[config.mk]
export PLATFORM = sky130hd
export DESIGN_NAME = pulse_addition_pwm_outputs
export DESIGN_NICKNAME = d
export VERILOG_FILES = /design/src/shared/pwm_pkg.sv /design/src/core/pulse_addition_pwm_outputs.sv
export SDC_FILE = /design/constraint.sdc
export NUM_CORES = 1
export LEC_CHECK = 0
export BUFFER_PORTS_ARGS = -buffer_cell sky130_fd_sc_hd__buf_2
export CAP_MARGIN = 20
export CORE_ASPECT_RATIO = 1.5
export CORE_UTILIZATION = 55
export DETAILED_ROUTE_END_ITERATION = 6
export HOLD_SLACK_MARGIN = 0.15
export PLACE_DENSITY = 0.8
export SYNTH_ARGS = -nofsm -noshare
export SYNTH_HDL_FRONTEND = slang
export SYNTH_SLANG_ARGS = --single-unit
[constraint.sdc]
create_clock -name aclk -period 2.4 [get_ports aclk]
set_input_delay 0.48 -clock aclk [delete_from_list [all_inputs] [get_ports aclk]]
set_output_delay 0.48 -clock aclk [all_outputs]
set_load 0.01 [all_outputs]
[src/shared/pwm_pkg.sv]
/*
 * Constants and carrier types for the sixteen-channel pulse-addition PWM block.
 * Assumes a single 125 MHz clock and register access over a 32-bit AXI4-Lite slave.
 */
package pwm_pkg;

    localparam int unsigned NUM_CHANNELS = 16;
    localparam int unsigned ADDR_W       = 8;

    // ----------------------------------------------------------------
    // Register byte offsets
    // ----------------------------------------------------------------
    localparam logic [7:0] PIN_ENABLE_LOW_OFF  = 8'h00;
    localparam logic [7:0] PIN_ENABLE_HIGH_OFF = 8'h04;
    localparam logic [7:0] CLOCK_SELECT_OFF    = 8'h08;
    localparam logic [7:0] PWM_SELECT_OFF      = 8'h0c;
    localparam logic [7:0] POLARITY_LOW_OFF    = 8'h10;
    localparam logic [7:0] POLARITY_HIGH_OFF   = 8'h14;
    localparam logic [7:0] PORT1_DIR_OFF       = 8'h18;
    localparam logic [7:0] PORT2_DIR_OFF       = 8'h1c;
    localparam logic [7:0] PORT1_DATA_OFF      = 8'h20;
    localparam logic [7:0] PORT2_DATA_OFF      = 8'h24;
    localparam logic [7:0] SYSTEM_CONTROL_OFF  = 8'h28;
    localparam logic [7:0] PIN_STATE_OFF       = 8'h2c;
    localparam logic [7:0] COUNTER_OFF         = 8'h30;
    localparam logic [1:0] DUTY_BLOCK_SEL      = 2'h1;

    // ----------------------------------------------------------------
    // Field layouts and reset values
    // ----------------------------------------------------------------
    localparam logic [7:0] CLOCK_SELECT_WMASK  = 8'hf7;
    localparam logic [7:0] REG_RESET           = 8'h00;
    localparam int unsigned CLK_SEL_LSB        = 1;
    localparam logic [1:0] RESP_OKAY           = 2'h0;
    localparam logic [1:0] RESP_SLVERR         = 2'h2;

    typedef struct packed {
        logic counter_clock_enable;
        logic counter_clock_source;
    } pwm_select_type;

    typedef struct packed {
        logic area_chip_select_enable;
        logic io_select_enable;
        logic single_chip_mode;
    } system_control_type;

endpackage : pwm_pkg

[src/core/pulse_addition_pwm_outputs.sv]
/*
 * Sixteen-channel 8-bit pulse-addition PWM with pin muxing and AXI4-Lite registers.
 * Assumes an AXI4-Lite master on aclk, pin inputs from outside the clock domain,
 * and an address bus from same-clock logic for pins that may not act as port output.
 */
module pulse_addition_pwm_outputs
    import pwm_pkg::*;
(
    input  wire logic                      aclk,
    input  wire logic                      aresetn,
    input  wire logic [ADDR_W-1:0]         awaddr,
    input  wire logic                      awvalid,
    output logic                           awready,
    input  wire logic [31:0]               wdata,
    input  wire logic [3:0]                wstrb,
    input  wire logic                      wvalid,
    output logic                           wready,
    output logic [1:0]                     bresp,
    output logic                           bvalid,
    input  wire logic                      bready,
    input  wire logic [ADDR_W-1:0]         araddr,
    input  wire logic                      arvalid,
    output logic                           arready,
    output logic [31:0]                    rdata,
    output logic [1:0]                     rresp,
    output logic                           rvalid,
    input  wire logic                      rready,
    input  wire logic [NUM_CHANNELS-1:0]   pin_in,
    input  wire logic [NUM_CHANNELS-1:0]   address_bus,
    output logic [NUM_CHANNELS-1:0]        pin_out,
    output logic [NUM_CHANNELS-1:0]        pin_oe
);

    // ----------------------------------------------------------------
    // Storage
    // ----------------------------------------------------------------
    logic [7:0]               pin_enable_reg_low_q;
    logic [7:0]               pin_enable_reg_high_q;
    logic [7:0]               clock_select_reg_q;
    pwm_select_type           pwm_select_reg_q;
    logic [7:0]               polarity_reg_low_q;
    logic [7:0]               polarity_reg_high_q;
    logic [7:0]               port1_direction_reg_q;
    logic [7:0]               port2_direction_reg_q;
    logic [7:0]               port1_data_reg_q;
    logic [7:0]               port2_data_reg_q;
    system_control_type       system_control_reg_q;
    logic [7:0]               duty_value_reg_q [NUM_CHANNELS];
    logic [NUM_CHANNELS-1:0]  pin_meta_q;
    logic [NUM_CHANNELS-1:0]  pin_sync_q;
    logic [3:0]               prescale_q;
    logic [7:0]               counter_q;
    logic                     aw_held_q;
    logic                     w_held_q;
    logic [ADDR_W-1:0]        aw_addr_q;
    logic [7:0]               w_byte_q;
    logic                     w_lane_q;
    logic [ADDR_W-1:0]        ar_addr_q;

    logic                     do_write;
    logic                     tick;
    logic [NUM_CHANNELS-1:0]  channel_output_enable;
    logic [NUM_CHANNELS-1:0]  polarity_bit;
    logic [NUM_CHANNELS-1:0]  pin_direction;
    logic [NUM_CHANNELS-1:0]  port_data;
    logic [NUM_CHANNELS-1:0]  pwm_wave;
    logic [NUM_CHANNELS-1:0]  pin_out_d;
    logic                     port_allowed;
    logic [31:0]              read_value;
    logic                     read_hit;
    logic                     write_hit;

    assign channel_output_enable = {pin_enable_reg_high_q, pin_enable_reg_low_q};
    assign polarity_bit          = {polarity_reg_high_q, polarity_reg_low_q};
    assign pin_direction         = {port2_direction_reg_q, port1_direction_reg_q};
    assign port_data             = {port2_data_reg_q, port1_data_reg_q};

    // ----------------------------------------------------------------
    // AXI4-Lite write channel
    // ----------------------------------------------------------------
    assign do_write = aw_held_q && w_held_q && !bvalid;

    always_comb
    begin
        write_hit = 1'b1;
        if (aw_addr_q[7:6] != DUTY_BLOCK_SEL)
        begin
            unique case (aw_addr_q)
                PIN_ENABLE_LOW_OFF, PIN_ENABLE_HIGH_OFF, CLOCK_SELECT_OFF, PWM_SELECT_OFF,
                POLARITY_LOW_OFF, POLARITY_HIGH_OFF, PORT1_DIR_OFF, PORT2_DIR_OFF,
                PORT1_DATA_OFF, PORT2_DATA_OFF, SYSTEM_CONTROL_OFF: write_hit = 1'b1;
                default: write_hit = 1'b0;
            endcase
        end
    end

    always_ff @(posedge aclk)
    begin
        if (!aresetn)
        begin
            aw_held_q <= 1'b0;
            w_held_q  <= 1'b0;
            aw_addr_q <= '0;
            w_byte_q  <= REG_RESET;
            w_lane_q  <= 1'b0;
            awready   <= 1'b1;
            wready    <= 1'b1;
            bvalid    <= 1'b0;
            bresp     <= RESP_OKAY;
        end
        else
        begin
            if (awvalid && awready)
            begin
                aw_held_q <= 1'b1;
                aw_addr_q <= awaddr;
                awready   <= 1'b0;
            end
            if (wvalid && wready)
            begin
                w_held_q <= 1'b1;
                w_byte_q <= wdata[7:0];
                w_lane_q <= wstrb[0];
                wready   <= 1'b0;
            end
            if (do_write)
            begin
                aw_held_q <= 1'b0;
                w_held_q  <= 1'b0;
                bvalid    <= 1'b1;
                bresp     <= write_hit ? RESP_OKAY : RESP_SLVERR;
            end
            if (bvalid && bready)
            begin
                bvalid  <= 1'b0;
                awready <= 1'b1;
                wready  <= 1'b1;
            end
        end
    end

    // ----------------------------------------------------------------
    // Register file
    // ----------------------------------------------------------------
    // Registers are at most 8 bits wide, so only byte lane 0 carries a write
    always_ff @(posedge aclk)
    begin
        if (!aresetn)
        begin
            pin_enable_reg_low_q  <= REG_RESET;
            pin_enable_reg_high_q <= REG_RESET;
            clock_select_reg_q    <= REG_RESET;
            pwm_select_reg_q      <= '0;
            polarity_reg_low_q    <= REG_RESET;
            polarity_reg_high_q   <= REG_RESET;
            port1_direction_reg_q <= REG_RESET;
            port2_direction_reg_q <= REG_RESET;
            port1_data_reg_q      <= REG_RESET;
            port2_data_reg_q      <= REG_RESET;
            system_control_reg_q  <= '0;
            for (int i = 0; i < NUM_CHANNELS; i++)
            begin
                duty_value_reg_q[i] <= REG_RESET;
            end
        end
        else if (do_write && w_lane_q)
        begin
            if (aw_addr_q[7:6] == DUTY_BLOCK_SEL)
            begin
                duty_value_reg_q[aw_addr_q[5:2]] <= w_byte_q;
            end
            else
            begin
                unique case (aw_addr_q)
                    PIN_ENABLE_LOW_OFF:  pin_enable_reg_low_q  <= w_byte_q;
                    PIN_ENABLE_HIGH_OFF: pin_enable_reg_high_q <= w_byte_q;
                    CLOCK_SELECT_OFF:    clock_select_reg_q    <= w_byte_q & CLOCK_SELECT_WMASK;
                    PWM_SELECT_OFF:      pwm_select_reg_q      <= w_byte_q[1:0];
                    POLARITY_LOW_OFF:    polarity_reg_low_q    <= w_byte_q;
                    POLARITY_HIGH_OFF:   polarity_reg_high_q   <= w_byte_q;
                    PORT1_DIR_OFF:       port1_direction_reg_q <= w_byte_q;
                    PORT2_DIR_OFF:       port2_direction_reg_q <= w_byte_q;
                    PORT1_DATA_OFF:      port1_data_reg_q      <= w_byte_q;
                    PORT2_DATA_OFF:      port2_data_reg_q      <= w_byte_q;
                    SYSTEM_CONTROL_OFF:  system_control_reg_q  <= w_byte_q[2:0];
                    default:             ;
                endcase
            end
        end
    end

    // ----------------------------------------------------------------
    // AXI4-Lite read channel
    // ----------------------------------------------------------------
    always_comb
    begin
        read_value = '0;
        read_hit   = 1'b1;
        if (araddr[7:6] == DUTY_BLOCK_SEL)
        begin
            read_value[7:0] = duty_value_reg_q[araddr[5:2]];
        end
        else
        begin
            unique case (araddr)
                PIN_ENABLE_LOW_OFF:  read_value[7:0] = pin_enable_reg_low_q;
                PIN_ENABLE_HIGH_OFF: read_value[7:0] = pin_enable_reg_high_q;
                CLOCK_SELECT_OFF:    read_value[7:0] = clock_select_reg_q;
                PWM_SELECT_OFF:      read_value[1:0] = pwm_select_reg_q;
                POLARITY_LOW_OFF:    read_value[7:0] = polarity_reg_low_q;
                POLARITY_HIGH_OFF:   read_value[7:0] = polarity_reg_high_q;
                PORT1_DIR_OFF:       read_value[7:0] = port1_direction_reg_q;
                PORT2_DIR_OFF:       read_value[7:0] = port2_direction_reg_q;
                PORT1_DATA_OFF:      read_value[7:0] = port1_data_reg_q;
                PORT2_DATA_OFF:      read_value[7:0] = port2_data_reg_q;
                SYSTEM_CONTROL_OFF:  read_value[2:0] = system_control_reg_q;
                PIN_STATE_OFF:       read_value[15:0] = pin_sync_q;
                COUNTER_OFF:         read_value[7:0] = counter_q;
                default:             read_hit = 1'b0;
            endcase
        end
    end

    always_ff @(posedge aclk)
    begin
        if (!aresetn)
        begin
            arready   <= 1'b1;
            rvalid    <= 1'b0;
            rdata     <= '0;
            rresp     <= RESP_OKAY;
            ar_addr_q <= '0;
        end
        else if (arvalid && arready)
        begin
            arready   <= 1'b0;
            rvalid    <= 1'b1;
            rdata     <= read_value;
            rresp     <= read_hit ? RESP_OKAY : RESP_SLVERR;
            ar_addr_q <= araddr;
        end
        else if (rvalid && rready)
        begin
            rvalid  <= 1'b0;
            arready <= 1'b1;
        end
    end

    // ----------------------------------------------------------------
    // Pin input synchroniser
    // ----------------------------------------------------------------
    always_ff @(posedge aclk)
    begin
        if (!aresetn)
        begin
            pin_meta_q <= '0;
            pin_sync_q <= '0;
        end
        else
        begin
            pin_meta_q <= pin_in;
            pin_sync_q <= pin_meta_q;
        end
    end

    // ----------------------------------------------------------------
    // Counter clock and shared counter
    // ----------------------------------------------------------------
    // A tick enable stands in for a gated clock, keeping one clock domain
    always_comb
    begin
        tick = 1'b0;
        if (pwm_select_reg_q.counter_clock_enable)
        begin
            if (!pwm_select_reg_q.counter_clock_source)
            begin
                tick = 1'b1;
            end
            else
            begin
                unique case (clock_select_reg_q[CLK_SEL_LSB+1 -: 2])
                    2'h0: tick = prescale_q[0];
                    2'h1: tick = &prescale_q[1:0];
                    2'h2: tick = &prescale_q[2:0];
                    2'h3: tick = &prescale_q;
                endcase
            end
        end
    end

    always_ff @(posedge aclk)
    begin
        if (!aresetn)
        begin
            prescale_q <= '0;
            counter_q  <= '0;
        end
        else
        begin
            prescale_q <= prescale_q + 4'h1;
            if (tick)
            begin
                counter_q <= counter_q + 8'h01;
            end
        end
    end

    // ----------------------------------------------------------------
    // Waveform and pin mux
    // ----------------------------------------------------------------
    // Basic pulse high sits at the end of each 16-slot pulse, so the added
    // slot just before its rising edge stays inside the same pulse
    always_comb
    begin
        port_allowed = system_control_reg_q.single_chip_mode ||
                       (system_control_reg_q.io_select_enable &&
                        !system_control_reg_q.area_chip_select_enable);
        for (int i = 0; i < NUM_CHANNELS; i++)
        begin
            logic [3:0] upper;
            logic [3:0] lower;
            logic [3:0] slot;
            logic [3:0] pulse_rev;
            logic       basic;
            logic       extra;
            upper     = duty_value_reg_q[i][7:4];
            lower     = duty_value_reg_q[i][3:0];
            slot      = counter_q[3:0];
            pulse_rev = {counter_q[4], counter_q[5], counter_q[6], counter_q[7]};
            basic     = ({1'b0, slot} >= (5'h10 - {1'b0, upper}));
            extra     = (slot == (4'hf - upper)) && ({1'b0, pulse_rev} > (5'h0f - {1'b0, lower}));
            pwm_wave[i]  = (basic || extra) ^ polarity_bit[i];
            pin_out_d[i] = channel_output_enable[i] ? pwm_wave[i] :
                           (port_allowed ? port_data[i] : address_bus[i]);
        end
    end

    always_ff @(posedge aclk)
    begin
        if (!aresetn)
        begin
            pin_out <= '0;
            pin_oe  <= '0;
        end
        else
        begin
            pin_out <= pin_out_d;
            pin_oe  <= pin_direction;
        end
    end
endmodule : pulse_addition_pwm_outputs

# Word level (Yosys, flattened, before mapping)
# Memories as Yosys holds them, arrays and structs flattened.
# Index checks and enable logic that the tools add are counted.
[word_totals] wordCells=304 ram_bits=128 memories=1 register_bits=196 out_inout_bits=73
[classes] n_reduce_logical=67 bitwise=18 add_sub_neg=50 order_cmp=32 n_mux=59 n_eq_ne=44
[memory_table] name="duty_value_reg_q" words=16 width=8 read_ports=17 rd_clocked_by_memory_dff=0 wr=16 line="pulse_addition_pwm_outputs.sv:48" text="logic [7:0] duty_value_reg_q [NUM_CHANNELS];"
[ops] operator="$ge 4x5->1" n=16
[ops] operator="$gt 4x5->1" n=16
[ops] operator="$sub 4x4->5 const A" n=16
[ops] operator="$sub 5x4->5 const A" n=16
[ops] operator="$eq 4x4->1" n=16
[ops] operator="$eq 8x5->1 const B" n=8
[ops] operator="$eq 8x6->1 const B" n=8
[ops] operator="$sub 4x4->4 const A" n=16
[ops] operator="$pmux 5 s11" n=1
[ops] operator="$mux 1" n=48
[ops] operator="$reduce_and 3->1" n=12
[ops] operator="$eq 8x4->1 const B" n=4
[ops] operator="$mux 8" n=4
[ops] operator="$pmux 2 s13" n=1
[ops] operator="$logic_and 1x1->1" n=25
[ops] operator="$logic_or 1x1->1" n=17
[ops] operator="$eq 8x3->1 const B" n=2
[ops] operator="$logic_not 8->1" n=2
[ops] operator="$xor 1x1->1" n=16
[ops] operator="$reduce_or 13->1" n=1
[ops] operator="$pmux 1 s12" n=1
[ops] operator="$reduce_or 11->1" n=1
[ops] operator="$add 8x1->8 const B" n=1
[ops] operator="$reduce_or 8->1" n=1
[ops] operator="14 further kinds" n=21

# Depth between registers and ports, before layout
[depth] word_depth=8 depth_mapped=8

# Worst setup path after synthesis
# Ideal clock, no wire load.
[synth_timing] kind="reg-to-reg" from="register bvalid" to="memory duty_value_reg_q[13][0], enable pin" stages_incl_launch_ff=6 setup_slack_ns=-0.249 t_arrival_ns=2.265 setup_ns=0.384 required_ns=2.016 path_buffers=1 cell_sequence="dfxtp_1 nand3b_4 or4b_4 or3b_1 buf_2 o21ai_0"
[synth_rtl] item="from (decl)" line="pulse_addition_pwm_outputs.sv:19" text="output logic bvalid,"
[synth_rtl] item="from (signal assigned)" line="pulse_addition_pwm_outputs.sv:108" text="bvalid <= 1'b0;"
[synth_rtl] item="from (signal assigned)" line="pulse_addition_pwm_outputs.sv:130" text="bvalid <= 1'b1;"
[synth_rtl] item="from (signal assigned)" line="pulse_addition_pwm_outputs.sv:135" text="bvalid <= 1'b0;"
[synth_rtl] item="to (decl)" line="pulse_addition_pwm_outputs.sv:48"

==> impl_results.md <==
* Synth area leader: dfxtp_1
* RSZ-0062 raised after global routing: false
* Synth top area cells: dfxtp_1, edfxtp_1, ha_1
* FMAX at 0.432 GHz
* Post-Route WL at about 58,000 um
* Worst flop-to-flop path endpoint: duty_value_reg_q[2][5]
* Overflow after GRT at 0
* IO Pins at 164
* Most frequent cells in the layout: and2_1, dfxtp_1, ha_1, nand2_1, edfxtp_1
* Pwr dens at between 500 and 600 nW/um^2
* Post-synth EDFFs at 128
* Clk root buf: clkbuf_16
* PnR Total Power at around 0.012 W
* Wire length per cell at 23.1 um
* Vias in the first global route at between 15,000 and 20,000
* Sink Count at around 320
* Reg2Reg Depth at 6
* Run status: finished, final reports clean
* R2R setup slack at approximately 0.084 ns
* Final instance area at 22,100 um^2
* Hold Path End: aw_addr_q[7]
* Post-Synthesis Cells at about 1,900
* Initial Util at 0.557
* Sequential Power Share at 0.489
* Commonest non-fill, non-tap cell in the layout: and2_1
* Worst hold stages at 3
* Nets@finish at approximately 2,300
* Gr usage total at 0.332
* Final hold violations at 0
* Min-delay src: awaddr[7]
* Worst min path class: in2reg
* Initial antenna violation count at 2
* Flip-flop and latch area at 7730 um^2
* PortBufs at approximately 120
* Layout cell share with drive strength beyond 1 at 0.178
* Slowest CP cell: or4b_4
* Required @ worst endpoint at approximately 2.7 ns
* Area grow syn2layout at 16.0%
* Core Area at 34,200 um^2
* Relative slew slack at 0.448
* Worst Setup Path Type: reg2reg
* Synth async-reset ratio at 0
* Leakage power at 9.35 nW
* Via count at 15,500
* Clock power share at 0.408
* # rows at between 80 and 90
* Reg clk slew, reported paths at roughly 0.060 ns
* Count of final setup violators at 0
* Syn avg cell area at 10.2 um^2
* Largest net degree at the start of global routing at between 100 and 150
* Psw at approximately 0.0031 W
* Final Cycle Share at 0.965
* Net Sw Frac at 0.254
* Drt drc at 0
* CP top delay family: simple AND/OR/NAND/NOR gates
* Multi-input logic area at 10,500 um^2
* Inserted Clock Buffers at 31
* Drt pass-1 iters at 6
* Yosys reg bits at between 300 and 400
* Internal power at 0.00917 W
* VDD IR max at roughly 0.62 mV
* Synthesized area at about 19,000 um^2
* RR Startpoint: w_held_q
* Synth unique cells at between 70 and 80
* H-Tree Depth at 1
* Element type at the critical path end: register
* Crit-path cells: nand3b_4 -> or4b_4 -> or3b_1 -> buf_4 -> nor3_4 -> nand2b_2
* Hold_ws at 0.156 ns
* Die extent in y at approximately 230 um
* Synth warn at 0
* Synth top area share at 0.204
* Worst-Skew Late Latency at roughly 0.60 ns
* CTS Buffer Depth at 3
* DPL Wire Length at about 42,000 um
* Actual slew at the worst max-slew pin at about 0.83 ns
* Worst path max stage delay at roughly 0.5 ns
* Sequential area share after synthesis at 0.406
* Clock skew at roughly 0.02 ns
* First-pass GRT wire length at roughly 90,000 um
* Ys flop type: dfxtp_1
* CP Max Fanout at 8
* Placer Congestion at 1.03
* Vias per inst at 6.21
* Fillers at around 2,600
* CP arrival at between 2 and 3 ns
* DIE AREA at between 30,000 and 40,000 um^2
* Initial DRC count at ~1,300
* Dpl cell area at 20,700 um^2
* Min Tclk post-route at roughly 2.3 ns
* Routed Antenna Nets at 0
* Die W at about 150 um
* CTS tree: done
* Logic gate share of total power at 0.103
* Startpoint Class: register
* WP buf/inv at 1
* Final count of pins violating max slew at 0
* Max_cap viols at 0
==> worst max-delay path by stage <==
stage	from	to	slack [ns]	cells after the start
2_1_floorplan	bvalid	duty_value_reg_q[12][0]	-0.19	5
3_3_place_gp	aresetn	duty_value_reg_q[6][4]	-0.05	6
3_5_place_dp	aresetn	duty_value_reg_q[6][3]	-0.11	6
4_1_cts	counter_q[0]	pin_out[15]	-0.01	8
5_1_grt	counter_q[0]	pin_out[10]	0.01	8
6_report	w_held_q	duty_value_reg_q[2][5]	0.08	6
==> stage by stage <==
| stage | instances | TNS [ns] | utilization | setup WS [ns] |
|---|---|---|---|---|
| 2_1_floorplan | 1881 | -5.89 | - | -0.186 |
| 3_3_place_gp | 2414 | -1.24 | 0.606 | -0.0485 |
| 3_5_place_dp | 2414 | -3.28 | 0.606 | -0.106 |
| 4_1_cts | 2497 | -0.0105 | 0.645 | -0.0105 |
| 5_1_grt | 2498 | 0 | 0.645 | 0.00977 |
| 6_report | 2499 | 0 | 0.645 | 0.0836 |
==> state kept, by name (all words and copies together) (netlist names), 3 cells and up <==
name,cells
rdata,16
duty_value_reg_q,128
polarity_reg_low_q,8
port1_data_reg_q,8
pin_enable_reg_high_q,8
port1_direction_reg_q,8
polarity_reg_high_q,8
counter_q,8
pin_enable_reg_low_q,8
pin_out,16
w_byte_q,8
pin_oe,16
system_control_reg_q,3
port2_data_reg_q,8
clock_select_reg_q,7
prescale_q,4
port2_direction_reg_q,8
aw_addr_q,8
pin_sync_q,16
pin_meta_q,16
==> cell usage after synthesis, types with 17 or more instances <==
cell type	number
a211oi_1	34
nand3_1	95
nand4_1	21
nor2_1	21
mux2i_1	59
nand2_1	134
edfxtp_1	128
o2111ai_1	17
and2_1	192
dfxtp_1	194
ha_1	147
o211ai_1	18
mux4_2	38
a21boi_0	59
a22oi_1	18
nor3_1	20
clkbuf_1	75
buf_4	21
inv_1	93
nor2b_1	49
o21a_1	17
a21boi_1	21
nand2b_1	61
o21ai_0	62
xor2_1	80
==> worst reg2reg max path, cell delays in order (launching register included) <==
cell and delay, ns:
dfxtp_1 0.41, nand3b_4 0.09, or4b_4 0.50, or3b_1 0.39, buf_4 0.22, nor3_4 0.13, nand2b_2 0.26
==> area by class of cell <==
cell class                      count  area share
Antenna cell                        1    0.000113
Inverter                           96      0.0165
Multi-Input combinational cell   1345       0.476
Clock buffer                       41      0.0411
Clock inverter                     16     0.00635
Sequential cell                   322       0.351
Timing Repair Buffer              253      0.0849
Tap cell                          425      0.0241
==> power groups by stage <==
stage          combinational (W)  sequential, W  clock (W)
3_5_place_dp             0.00120        0.00612          0
6_report                 0.00127        0.00601    0.00501
4_1_cts                  0.00124        0.00600    0.00502
5_1_grt                  0.00137        0.00602    0.00524
3_3_place_gp             0.00116        0.00612          0
2_1_floorplan           0.000778        0.00605          0
==> cells by family after synthesis <==
logic type,share of synthesized area
AO/OA/AOI/OAI,0.131
buffers and inverters,0.0478
multiplexers,0.0826
XOR/XNOR,0.0387
adder cells (fa/ha/maj),0.0967
flip-flops,0.406
AND/OR/NAND/NOR,0.196
other,0.000197
==> routing by layer <==
layer  part of all wire  track usage  up-vias
li1                   -            -     7048
met1               0.35        0.364     7467
met2               0.49        0.574      767
met3              0.079       0.0596      243
met4              0.081        0.239        2
met5            0.00029            0        -
==> timing repair <==
item | in CTS | in global routing
hold buffers | 25 | 0
cloned | 0 | 0
endpoints found under the hold margin | 25 | 0
buffers inserted | 1 | 1
setup endpoints to repair | 7 | 37
resized for setup | 2 | 4
pin swaps | 0 | 3
(Power assumes the default switching activity.)
